**src/rtl/tag_frame_pkg.sv**
```systemverilog
// constants and types for the backscatter tag frame encoder
// assumes a single 100 MHz reference clock and no software-visible registers
// Functional notes
// frame is 128 bits: data, checksum, framing, data, pad, checksum, marker
// each user character is sent most significant bit first
// checksum is the two-bit count of ones in the preceding data field, msb first
// end marker is six 40 kHz cycles then one 20 kHz cycle
// cell 1 of the next frame follows cell 128 with no gap
// a 64-bit variant sends its stored bits twice to fill the frame
// bit cells last 100 us each, back to back, 10 kbit/s
// characters use a six-bit code equal to ascii minus 32
// zero bit is one 20 kHz cycle then two 40 kHz cycles
// one bit is two 40 kHz cycles then one 20 kHz cycle
// the waveform stays phase continuous over every boundary
// 40 kHz is exactly twice 20 kHz, both from one clock
// the reader finds frame start by the end marker; the reader model locks to the tag's frame_start strobe instead
// the reader turns tones back into the stored bits
// no response unless the tag is illuminated by a reader; the encoder finishes the current frame after the field is lost
// unallocated cells 119 to 124 are sent as zero bits
// the reader checks both checksums and drops bad frames; the reader model checks only the first checksum and raises bad
package tag_frame_pkg;
    localparam int CLK_HZ = 100_000_000;
    localparam int LOW_TONE_HZ = 20_000;
    localparam int HALF_TONE_CYC = CLK_HZ / (4 * LOW_TONE_HZ);
    localparam int FRAME_BITS = 128;
    localparam int DATA1_BITS = 60;
    localparam int DATA2_BITS = 54;
    localparam int CHAR_BITS = 6;
    localparam int CHAR_ASCII_OFS = 32;
    localparam logic [6:0] CELL_CK1 = 7'h3C;
    localparam logic [6:0] CELL_FRM = 7'h3E;
    localparam logic [6:0] CELL_DATA2 = 7'h40;
    localparam logic [6:0] CELL_PAD = 7'h76;
    localparam logic [6:0] CELL_CK2 = 7'h7C;
    localparam logic [6:0] CELL_MARK = 7'h7E;
    localparam logic [1:0] FRAMING_BITS = 2'h0;
    // a cell is eight 12.5 us steps: one 20 kHz cycle is four steps, one 40 kHz cycle two
    localparam logic [3:0] CELL_HALVES = 4'h8;
    typedef enum logic [1:0] {
        SRC_DATA,
        SRC_FIXED,
        SRC_MARK
    } cell_src_t;

    // six-bit character code from an ascii printable character
    function automatic logic [5:0] char_code(input logic [7:0] ascii);
        logic [7:0] diff;
        diff = ascii - 8'(CHAR_ASCII_OFS);
        return diff[5:0];
    endfunction
endpackage

```
**src/rtl/tone_if.sv**
```systemverilog
// carrier between the frame sequencer and the tone generator
// assumes both ends on ref_clk
`timescale 1ns/100ps
interface tone_if;
    logic [7:0] pattern;
    logic load;
    logic cell_done;
    modport seq (output pattern, output load, input cell_done);
    modport gen (input pattern, input load, output cell_done);
endinterface

```
**src/rtl/tag_frame_encoder.sv**
```systemverilog
// top of the backscatter tag frame encoder: scrolls a stored frame as fsk tones
// assumes illum is a raw level from the rf front end and stored data is static
`timescale 1ns/100ps
module tag_frame_encoder
    import tag_frame_pkg::*;
#(
    parameter bit SHORT_TAG = 1'b0
)(
    // clock and reset
    input wire logic ref_clk,
    input wire logic resetn,
    // stored tag contents, bit 1 of a field at the msb
    input wire logic [DATA1_BITS-1:0] data1,
    input wire logic [DATA2_BITS-1:0] data2,
    input wire logic [63:0] short_data,
    // rf front end
    input wire logic illum,
    // antenna modulator
    output logic mod_out,
    output logic frame_start
);
    tone_if tone();

    logic illum_m_q;
    logic illum_q;
    logic [6:0] cell_q;
    logic active_q;
    logic load_q;
    logic pend_q;
    logic [7:0] pat_q;
    logic frame_start_q;
    logic mod_gen;
    logic mod_q;
    logic bit_val;
    cell_src_t src;
    logic [FRAME_BITS-1:0] frame;
    logic [1:0] ck1;
    logic [1:0] ck2;

    // two-flop synchroniser on the illumination level
    always_ff @(posedge ref_clk or negedge resetn) begin
        if (!resetn) begin
            illum_m_q <= 1'b0;
            illum_q <= 1'b0;
        end else begin
            illum_m_q <= illum;
            illum_q <= illum_m_q;
        end
    end

    // checksum is a popcount, low two bits kept
    always_comb begin
        ck1 = 2'h0;
        ck2 = 2'h0;
        for (int i = 0; i < DATA1_BITS; i++) begin
            ck1 = ck1 + {1'b0, data1[i]};
        end
        for (int i = 0; i < DATA2_BITS; i++) begin
            ck2 = ck2 + {1'b0, data2[i]};
        end
    end

    // frame image, msb is cell 1; characters already msb first in the fields
    always_comb begin
        if (SHORT_TAG) begin
            frame = {short_data, short_data};
        end else begin
            frame = {data1, ck1, FRAMING_BITS, data2, 6'h00, ck2, 2'h0};
        end
    end

    always_comb begin
        if (!SHORT_TAG && cell_q >= CELL_MARK) begin
            src = SRC_MARK;
        end else begin
            src = SRC_DATA;
        end
    end

    assign bit_val = frame[7'(FRAME_BITS - 1) - cell_q];

    // patterns: a 1 toggles at the end of a 12.5 us step; 40 kHz toggles every step, 20 kHz every second
    always_ff @(posedge ref_clk or negedge resetn) begin
        if (!resetn) begin
            pat_q <= 8'h00;
        end else if (src == SRC_MARK) begin
            pat_q <= 8'hFF; // four 40 kHz cycles in the first marker cell
            if (cell_q == CELL_MARK + 7'h1) begin
                pat_q <= 8'hF5; // two more 40 kHz cycles then one 20 kHz cycle
            end
        end else if (bit_val) begin
            pat_q <= 8'hF5; // 40,40,20
        end else begin
            pat_q <= 8'h5F; // 20,40,40
        end
    end

    // cell counter wraps straight from 128 to 1
    always_ff @(posedge ref_clk or negedge resetn) begin
        if (!resetn) begin
            cell_q <= 7'h00;
            active_q <= 1'b0;
            load_q <= 1'b0;
            pend_q <= 1'b0;
        end else begin
            // load waits one cycle so pat_q already holds the new cell's pattern
            load_q <= pend_q;
            pend_q <= 1'b0;
            if (!active_q) begin
                if (illum_q) begin
                    active_q <= 1'b1;
                    pend_q <= 1'b1;
                end
            end else if (tone.cell_done && !pend_q && !load_q) begin
                if (!illum_q && cell_q == 7'h7F) begin
                    active_q <= 1'b0; // stop only at frame end, never mid-frame
                end else begin
                    pend_q <= 1'b1;
                end
                cell_q <= cell_q + 7'h1;
            end
        end
    end

    assign tone.pattern = pat_q;
    assign tone.load = load_q;

    tone_gen u_tone (
        .ref_clk(ref_clk),
        .resetn(resetn),
        .tone(tone.gen),
        .mod_q(mod_gen)
    );

    always_ff @(posedge ref_clk or negedge resetn) begin
        if (!resetn) begin
            mod_q <= 1'b0;
            frame_start_q <= 1'b0;
        end else begin
            mod_q <= active_q ? mod_gen : 1'b0;
            frame_start_q <= load_q && (cell_q == 7'h00);
        end
    end

    assign mod_out = mod_q;
    assign frame_start = frame_start_q;

    a_cell_zero_pat: assert property (@(posedge ref_clk) disable iff (!resetn)
        (load_q && src == SRC_DATA && !bit_val) |=> pat_q == 8'h5F)
        else $error("zero bit pattern wrong");
    a_cell_one_pat: assert property (@(posedge ref_clk) disable iff (!resetn)
        (load_q && src == SRC_DATA && bit_val) |=> pat_q == 8'hF5)
        else $error("one bit pattern wrong");
    a_idle_quiet: assert property (@(posedge ref_clk) disable iff (!resetn)
        (!active_q && !illum_q) |=> ##1 !mod_q)
        else $error("modulation without illumination");
    a_cell_wrap: assert property (@(posedge ref_clk) disable iff (!resetn)
        (tone.cell_done && active_q && !pend_q && !load_q && cell_q == 7'h7F && illum_q)
        |=> (cell_q == 7'h00 ##1 load_q))
        else $error("frame did not wrap");
    a_cell_back: assert property (@(posedge ref_clk) disable iff (!resetn)
        (tone.cell_done && active_q && !pend_q && !load_q && illum_q) |=> ##1 load_q)
        else $error("gap between cells");
    a_pad_zero: assert property (@(posedge ref_clk) disable iff (!resetn)
        (!SHORT_TAG && cell_q >= CELL_PAD && cell_q < CELL_CK2) |-> !bit_val)
        else $error("pad cell not zero");
    a_ck1_sum: assert property (@(posedge ref_clk) disable iff (!resetn)
        (!SHORT_TAG && cell_q == CELL_CK1) |-> bit_val == ck1[1])
        else $error("first checksum msb wrong");
    a_short_repeat: assert property (@(posedge ref_clk) disable iff (!resetn)
        SHORT_TAG |-> frame[127:64] == frame[63:0])
        else $error("short tag not repeated");
    a_edge_spacing: assert property (@(posedge ref_clk) disable iff (!resetn)
        $changed(mod_gen) |=> !$changed(mod_gen))
        else $error("phase jump");
endmodule

```
**src/rtl/tone_gen.sv**
```systemverilog
// square-wave generator: a cell is eight 12.5 us steps of toggle marks
// assumes load arrives a few cycles after cell_done; load restarts the step timer
`timescale 1ns/100ps
module tone_gen
    import tag_frame_pkg::*;
(
    // clock and reset
    input wire logic ref_clk,
    input wire logic resetn,
    // sequencer side
    tone_if.gen tone,
    // modulator drive
    output logic mod_q
);
    localparam int CNT_W = $clog2(HALF_TONE_CYC);

    logic [CNT_W-1:0] tick_q;
    logic [2:0] half_q;
    logic [7:0] pat_q;
    logic tick_end;
    logic cell_done_q;

    assign tick_end = (tick_q == CNT_W'(HALF_TONE_CYC - 1));
    assign tone.cell_done = cell_done_q;

    // one time base for both tones keeps the 2:1 ratio exact
    always_ff @(posedge ref_clk or negedge resetn) begin
        if (!resetn) begin
            tick_q <= '0;
        end else if (tone.load || tick_end) begin
            // restart on load so the first step of a frame is never short
            tick_q <= '0;
        end else begin
            tick_q <= tick_q + 1'b1;
        end
    end

    always_ff @(posedge ref_clk or negedge resetn) begin
        if (!resetn) begin
            half_q <= '0;
            pat_q <= '0;
        end else if (tone.load) begin
            pat_q <= tone.pattern;
            half_q <= 3'h0;
        end else if (tick_end) begin
            half_q <= (half_q == 3'(CELL_HALVES - 4'h1)) ? 3'h0 : half_q + 3'h1;
        end
    end

    always_ff @(posedge ref_clk or negedge resetn) begin
        if (!resetn) begin
            cell_done_q <= 1'b0;
        end else begin
            cell_done_q <= tick_end && (half_q == 3'(CELL_HALVES - 4'h1));
        end
    end

    // toggle only, never force a level, so phase never jumps
    always_ff @(posedge ref_clk or negedge resetn) begin
        if (!resetn) begin
            mod_q <= 1'b0;
        end else if (tick_end && pat_q[3'h7 - half_q]) begin
            mod_q <= ~mod_q;
        end
    end
endmodule

```
**config.mk**
```make
export PLATFORM = sky130hd
export DESIGN_NAME = tag_frame_encoder
export DESIGN_NICKNAME = d
export VERILOG_FILES = /design/src/rtl/tag_frame_pkg.sv /design/src/rtl/tone_if.sv /design/src/rtl/tag_frame_encoder.sv /design/src/rtl/tone_gen.sv
export SDC_FILE = /design/constraint.sdc
export NUM_CORES = 1
export LEC_CHECK = 0
export ABC_AREA = 1
export BUFFER_PORTS_ARGS = -buffer_cell sky130_fd_sc_hd__buf_2
export CORE_ASPECT_RATIO = 1.2
export CORE_UTILIZATION = 35
export DETAILED_ROUTE_END_ITERATION = 10
export PLACE_DENSITY = 0.64
export SYNTH_ARGS = -nofsm -noshare
export SYNTH_HDL_FRONTEND = slang
export SYNTH_SLANG_ARGS = --single-unit
```
**constraint.sdc**
```tcl
create_clock -name ref_clk -period 2.9 [get_ports ref_clk]
set_input_delay 0 -clock ref_clk [delete_from_list [all_inputs] [get_ports ref_clk]]
set_output_delay 0 -clock ref_clk [all_outputs]
set_load 0.02 [all_outputs]
```
==> results.sh, run 1 <==
export IMPL_status="finished, violations left"
export IMPL_violations="negative setup slack"
export IMPL_place_congestion=0.8298
export IMPL_syn_avg_cell_area_um2=6.897
export IMPL_drtPass1Iterations=5
export IMPL_ant_nets=0
export IMPL_path_max_fanout=2
export IMPL_wirelength_mm=13.69
export IMPL_syn_to_final_growth_pct=29.25
export IMPL_synthesis_nets=954
export IMPL_fillCellCount=1444
export IMPL_crit_start="data1[35]"
export IMPL_yosys_cell_types_count=36
export IMPL_async_flop_share=1.000
export IMPL_setup_viol=2
export IMPL_synth_top_cell_by_area="fa_1"
export IMPL_finalPower_mw=3.863
export IMPL_grt_max_degree=60
export IMPL_leakage_nw=3.516
export IMPL_synth_area_leaders="fa_1 22%, dfrtp_1 18%, nand2_1 13%"
export IMPL_crit_required_ns=3.08
export IMPL_pwr_density_cell_nw_per_um2=610.3
export IMPL_grt_pass1_vias=5003
export IMPL_worstSetupPathType="input pin to flip-flop"
export IMPL_dieHeight_um=131.6
export IMPL_port_buffers=118
export IMPL_dp_worst_setup_slack_ns=-2.772
export IMPL_regToRegEndpoint="pat_q[3]"
export IMPL_start_kind="input pin"
export IMPL_ys_seq_area_frac=0.1840
export IMPL_yosysTopAreaCellShare=0.2248
export IMPL_rr_startpoint="cell_q[0]"
export IMPL_cap_violations=0
export IMPL_cts_setup_buffers=0
export IMPL_yosysMostFrequentCell="nand2_1"
export IMPL_num_antenna_cells=0
export IMPL_drt_initial_drc_count=212
export IMPL_worstSetupEndpointType="flip-flop"
export IMPL_grt_pass1_wl_mm=23.07
export IMPL_wl_per_cell_um=12.90
export IMPL_ys_warn_count=0
export IMPL_die_area_um2=14470
export IMPL_cts_inserted_buffers=5
export IMPL_cts_tree="built"
export IMPL_start_util=0.3574
export IMPL_nets=1133
export IMPL_grt_use_total=0.2033
export IMPL_hold_violations=0
export IMPL_synth_common_cells="165 x nand2_1, 151 x inv_1, 55 x fa_1"
export IMPL_die_width_um=110.0
export IMPL_hold_path_class="input pin to async pin"
export IMPL_slowest_delay_ns=0.53
export IMPL_grt_setup_unrepaired="yes"
export IMPL_antenna_found_initial=1
export IMPL_worstPathArrival_ns=5.54
export IMPL_slew_violations=0
export IMPL_viasPerCell=4.706
export IMPL_drc=0
export IMPL_fin_ws_ns=-2.459
export IMPL_postLayoutCoreUtil=0.4620
export IMPL_rr_worst_depth=10
export IMPL_tightest_slew_ns=0.7836
export IMPL_maxSlewHeadroom=0.4776
export IMPL_clk_pin_slew_ns=0.06
export IMPL_cpMostUsedCell="nand2_1"
export IMPL_clock_path_buffers=2
export IMPL_dp_final_hpwl_mm=11.41
export IMPL_post_route_min_period_ns=5.359
export IMPL_core_area_um2=13700
export IMPL_num_rows=47
export IMPL_clkSinkCount=36
export IMPL_period_share=1.848
export IMPL_netlist_area_um2=4897
export IMPL_syn_inst=710
export IMPL_ys_ff_latch=36
export IMPL_endpoint="pat_q[3]"
export IMPL_overflow=0
export IMPL_cts_root_buffer="clkbuf_16"
export IMPL_layout_drive_gt1_share=0.2337
export IMPL_clk_latency_ns=0.28
export IMPL_dr_total_vias=4993
export IMPL_cpMaxStageDelayCell="fa_1"
export IMPL_boundaryPins=183
export IMPL_r2r_setup_slack_ns=0.68
export IMPL_synth_edf_count=0
export IMPL_fmax_mhz=186.6
export IMPL_ir_worst_vdd_mv=0.6402
export IMPL_ctsHtreeMaxLevel=2
export IMPL_finClkSkew_ns=0.004829
export IMPL_ys_dominant_reg_cell="dfrtp_1"
==> cells by family after synthesis <==
family / share of synthesized area
XOR/XNOR: 0.04650
other: 0.0007657
flip-flops: 0.1840
buffers and inverters: 0.1421
AND/OR/NAND/NOR: 0.2366
AO/OA/AOI/OAI: 0.1449
adder cells (fa/ha/maj): 0.2453
==> worst max-delay path: cells and delay by family <==
family,cells,cell delay (ns)
AND/OR/NAND/NOR,14,1.00
adder cells (fa/ha/maj),9,4.05
XOR/XNOR,1,0.13
buffers and inverters,6,0.35
==> metal layers <==
layer / global-route usage / wire [um] / vias to the layer above
met5: 0 / 13 / -
met4: 0.07185 / 450 / 2
met3: 0.02629 / 555 / 40
met2: 0.3528 / 6821 / 126
met1: 0.2534 / 5847 / 2263
li1: - / - / 2562
==> final cells by class <==
type / instances / area (um^2) / share of cell area
Clock inverter: 3 / 42.54 / 0.006721
Sequential cell: 36 / 900.9 / 0.1423
Clock buffer: 5 / 125.1 / 0.01977
Timing Repair Buffer: 191 / 1150 / 0.1817
Inverter: 153 / 574.3 / 0.09073
Multi-Input combinational cell: 502 / 3323 / 0.5250
Tap cell: 171 / 214.0 / 0.03380
==> worst min-delay path by stage <==
stage	end	depth (start not counted)	start
3_3_place_gp	illum_m_q	1	illum
4_1_cts	illum_q	0	illum_m_q
3_5_place_dp	illum_m_q	1	illum
6_report	u_tone.tick_q[3]	2	resetn
5_1_grt	illum_q	0	illum_m_q
2_1_floorplan	active_q	0	resetn
==> metrics by stage <==
step / cells / hold slack [ns] / setup TNS, ns / cell area [um^2]
floorplan: 710 / -0.2956 / -4.844 / 4900
global placement: 1051 / 0.1095 / -5.341 / 6116
detailed placement: 1051 / 0.1114 / -5.511 / 6116
CTS: 1061 / 0.3545 / -4.874 / 6309
global route: 1061 / 0.3643 / -5.481 / 6330
finish: 1061 / 0.3312 / -4.919 / 6330
==> registers in the layout, indices dropped and copies added, names as in the netlist <==
| register | cells |
|---|---|
| u_tone.tick_q | 11 |
| cell_q | 7 |
| pat_q | 3 |
| u_tone.half_q | 3 |
| u_tone.pat_q | 3 |
| active_q | 1 |
| frame_start | 1 |
| illum_m_q | 1 |
| illum_q | 1 |
| load_q | 1 |
| mod_out | 1 |
| pend_q | 1 |
| u_tone.mod_q | 1 |
| u_tone.tone.cell_done | 1 |
==> report_power, final <==
| part | switching [mW] | internal (mW) |
|---|---|---|
| Combinational | 1.46 | 1.18 |
| Clock | 0.208 | 0.403 |
| Sequential | 0.0449 | 0.561 |
==> cell usage in the layout, fill, tap and decap left out, types with 2 or more instances in the layout <==
| master | Yosys | routed |
|---|---|---|
| fa_1 | 55 | 55 |
| clkbuf_16 | 0 | 5 |
| nand2_1 | 165 | 164 |
| xor2_1 | 14 | 14 |
| nor3_1 | 11 | 11 |
| buf_2 | 9 | 117 |
| o22ai_1 | 4 | 4 |
| a21oi_1 | 46 | 46 |
| o21ai_0 | 51 | 51 |
| inv_2 | 2 | 4 |
| nand4_1 | 7 | 7 |
| ha_1 | 8 | 7 |
| o21a_1 | 2 | 2 |
| o221ai_1 | 2 | 2 |
| xnor2_1 | 12 | 11 |
| nand3b_1 | 6 | 6 |
| buf_4 | 8 | 71 |
| nor2_1 | 52 | 52 |
| nand3_2 | 0 | 2 |
| nand3_1 | 31 | 29 |
| dlygate4sd3_1 | 0 | 2 |
| o21ai_1 | 19 | 19 |
| a31oi_1 | 2 | 2 |
| inv_1 | 151 | 149 |
| dfrtp_1 | 36 | 36 |
| nor4_1 | 3 | 3 |
| a211oi_1 | 2 | 2 |
==> repair_timing <==
action / in CTS / in global routing
pin swaps: 0 / 1
hold endpoints to repair: 37 / 0
resized for setup: 1 / 7
endpoints found under the setup margin: 2 / 2
hold buffers: 2 / 0
Power figures use the tool's default switching activity.
==> run 2: changes to the inputs <==
--- a/config.mk
+++ b/config.mk
@@ -8,9 +8,9 @@
 export ABC_AREA = 1
 export BUFFER_PORTS_ARGS = -buffer_cell sky130_fd_sc_hd__buf_2
 export CORE_ASPECT_RATIO = 1.2
-export CORE_UTILIZATION = 35
+export CORE_UTILIZATION = 55
 export DETAILED_ROUTE_END_ITERATION = 10
-export PLACE_DENSITY = 0.64
+export PLACE_DENSITY = 0.92
 export SYNTH_ARGS = -nofsm -noshare
 export SYNTH_HDL_FRONTEND = slang
 export SYNTH_SLANG_ARGS = --single-unit
==> run 2 against run 1 <==
Effect of this change: the run still ends with negative setup slack left; sequential share of layout area up 0.48 points; combinational power grew 3%; wire length down 0.43%; largest power group unchanged; first-iteration DRC count increased by 80%; clock power shrank 41%; sequential cell count unchanged; critical path depth unchanged; non-clock buffer count shrank 11; critical path type unchanged; register-to-register slack better by 0.04 ns; die area decreased by 36%.
==> results.sh, run 2 (synthesis results as in run 1) <==
export IMPL_status="finished, violations left"
export IMPL_violations="negative setup slack"
export IMPL_crit_required_ns=3.08
export IMPL_drtPass1Iterations=5
export IMPL_leakage_nw=3.438
export IMPL_swShare=0.4690
export IMPL_path_max_fanout=2
export IMPL_clock_path_buffers=2
export IMPL_overflow=0
export IMPL_clk_latency_ns=0.29
export IMPL_ant_nets=0
export IMPL_cpMaxStageDelayCell="fa_1"
export IMPL_dieHeight_um=105.4
export IMPL_ctsHtreeMaxLevel=2
export IMPL_final_cell_mix="165 x nand2_1, 148 x inv_1, 116 x buf_2, 59 x buf_4, 55 x fa_1"
export IMPL_sequentialPowerShare=0.164
export IMPL_cap_violations=0
export IMPL_wl_per_cell_um=13.68
export IMPL_grt_max_degree=60
export IMPL_wirelength_mm=13.63
export IMPL_antenna_found_initial=0
export IMPL_clk_pin_slew_ns=0.07
export IMPL_drt_initial_drc_count=381
export IMPL_post_route_min_period_ns=5.504
export IMPL_dp_final_hpwl_mm=11.07
export IMPL_grt_pass1_vias=5261
export IMPL_layout_commonest_cell="nand2_1"
export IMPL_rr_worst_depth=11
export IMPL_die_width_um=88.14
export IMPL_syn_to_final_growth_pct=25.04
export IMPL_grt_use_total=0.3091
export IMPL_slew_violations=0
export IMPL_finalPower_mw=3.712
export IMPL_grt_pass1_wl_mm=22.53
export IMPL_worstSetupEndpointType="flip-flop"
export IMPL_cts_tree="built"
export IMPL_intPower_mw=1.971
export IMPL_hold_path_class="input pin to async pin"
export IMPL_cts_root_buffer="clkbuf_8"
export IMPL_cts_setup_buffers=0
export IMPL_fin_ws_ns=-2.604
export IMPL_place_congestion=0.9334
export IMPL_top_regs="u_tone.tick_q: 11 flops, cell_q: 7 flops"
export IMPL_die_area_um2=9287
export IMPL_hold_violations=0
export IMPL_num_rows=37
export IMPL_start_util=0.5687
export IMPL_period_share=1.898
export IMPL_slowest_delay_ns=0.53
export IMPL_crit_start="data1[47]"
export IMPL_fmax_mhz=181.7
export IMPL_setup_viol=2
export IMPL_port_buffers=118
export IMPL_grt_setup_unrepaired="yes"
export IMPL_tightest_slew_ns=0.7984
export IMPL_start_kind="input pin"
export IMPL_boundaryPins=183
export IMPL_postLayoutCoreUtil=0.7111
export IMPL_worstPathArrival_ns=5.68
export IMPL_dr_total_vias=5285
export IMPL_largest_reg_flops=11
export IMPL_power_switching_mw=1.741
export IMPL_clkSinkCount=36
export IMPL_num_antenna_cells=0
export IMPL_viasPerCell=5.306
export IMPL_p_clk_frac=0.098
export IMPL_top_register="u_tone.tick_q"
export IMPL_pwr_density_cell_nw_per_um2=606.1
export IMPL_nets=1122
export IMPL_cpMostUsedCell="nand2_1"
export IMPL_tns_ns=-5.167
export IMPL_core_area_um2=8611
export IMPL_combPwrFrac=0.739
export IMPL_maxSlewHeadroom=0.4658
export IMPL_finClkSkew_ns=0.006062
export IMPL_layout_drive_gt1_share=0.2207
export IMPL_ir_worst_vdd_mv=0.3242
export IMPL_drc=0
export IMPL_cts_inserted_buffers=5
export IMPL_rr_startpoint="cell_q[0]"
export IMPL_worstSetupPathType="input pin to flip-flop"
[run 2: cell count changes in the layout (fill, tap and decap cells not counted), moves of 2 or more]
cell | previous run | this run
clkbuf_8 | 0 | 6
buf_4 | 71 | 59
clkbuf_1 | 0 | 2
clkbuf_16 | 5 | 0
[run 2: final cells by class]
cell class	instances	area, um^2
multi-input combinational	502	3326
fill	685	2487
timing repair buffer	180	1086
sequential	36	900.9
inverter	153	574.3
tap	117	146.4
clock buffer	8	90.09
[run 2: metal layers]
metal  GRT usage  wire [um]  up-vias
met3     0.03602        852       63
li1            -          -     2537
met5           0          0        -
met4      0.1486        612        0
met1      0.3602       5127     2442
met2      0.5520       7037      243
[run 2: critical path, delay by kind of cell]
family	cells	cell delay (ns)
xor+xnor	1	0.13
fa+ha+maj	9	4.08
buf+inv	5	0.32
simple gates	15	1.14
[run 2: metrics by stage]
step	worst slack (ns)	std cells	cell area, um^2	hold slack, ns
4_1_cts	-2.537	996	6088	0.3314
6_report	-2.604	996	6123	0.3164
5_1_grt	-2.862	996	6123	0.3721
3_5_place_dp	-2.847	986	5978	0.1040
3_3_place_gp	-2.647	986	5978	0.1052
2_1_floorplan	-2.438	710	4900	-0.2956
[run 2: power by group through the flow]
stage	Clock [mW]	Combinational, mW	Sequential [mW]
2_1_floorplan	0	1.99	0.603
3_3_place_gp	0	2.45	0.611
3_5_place_dp	0	2.60	0.616
4_1_cts	0.368	2.62	0.608
5_1_grt	0.393	3.13	0.616
6_report	0.363	2.74	0.607
[run 2: path summary, 6_finish.rpt]
path / to / slack [ns]
min in group ref_clk: illum_q / 0.36
max reg2reg: pat_q[3] / 0.72
min reg2reg: illum_q / 0.36
max: pat_q[3] / -2.60
max in group asynchronous: active_q / 2.10
min: u_tone.half_q[1] / 0.32
[run 2: what timing repair did]
| item | in CTS | in global routing |
|---|---|---|
| hold buffers | 2 | 0 |
| pin swaps | 0 | 2 |
| gates resized for setup | 0 | 9 |
| endpoints found under the hold margin | 37 | 0 |
| setup endpoints to repair | 2 | 2 |
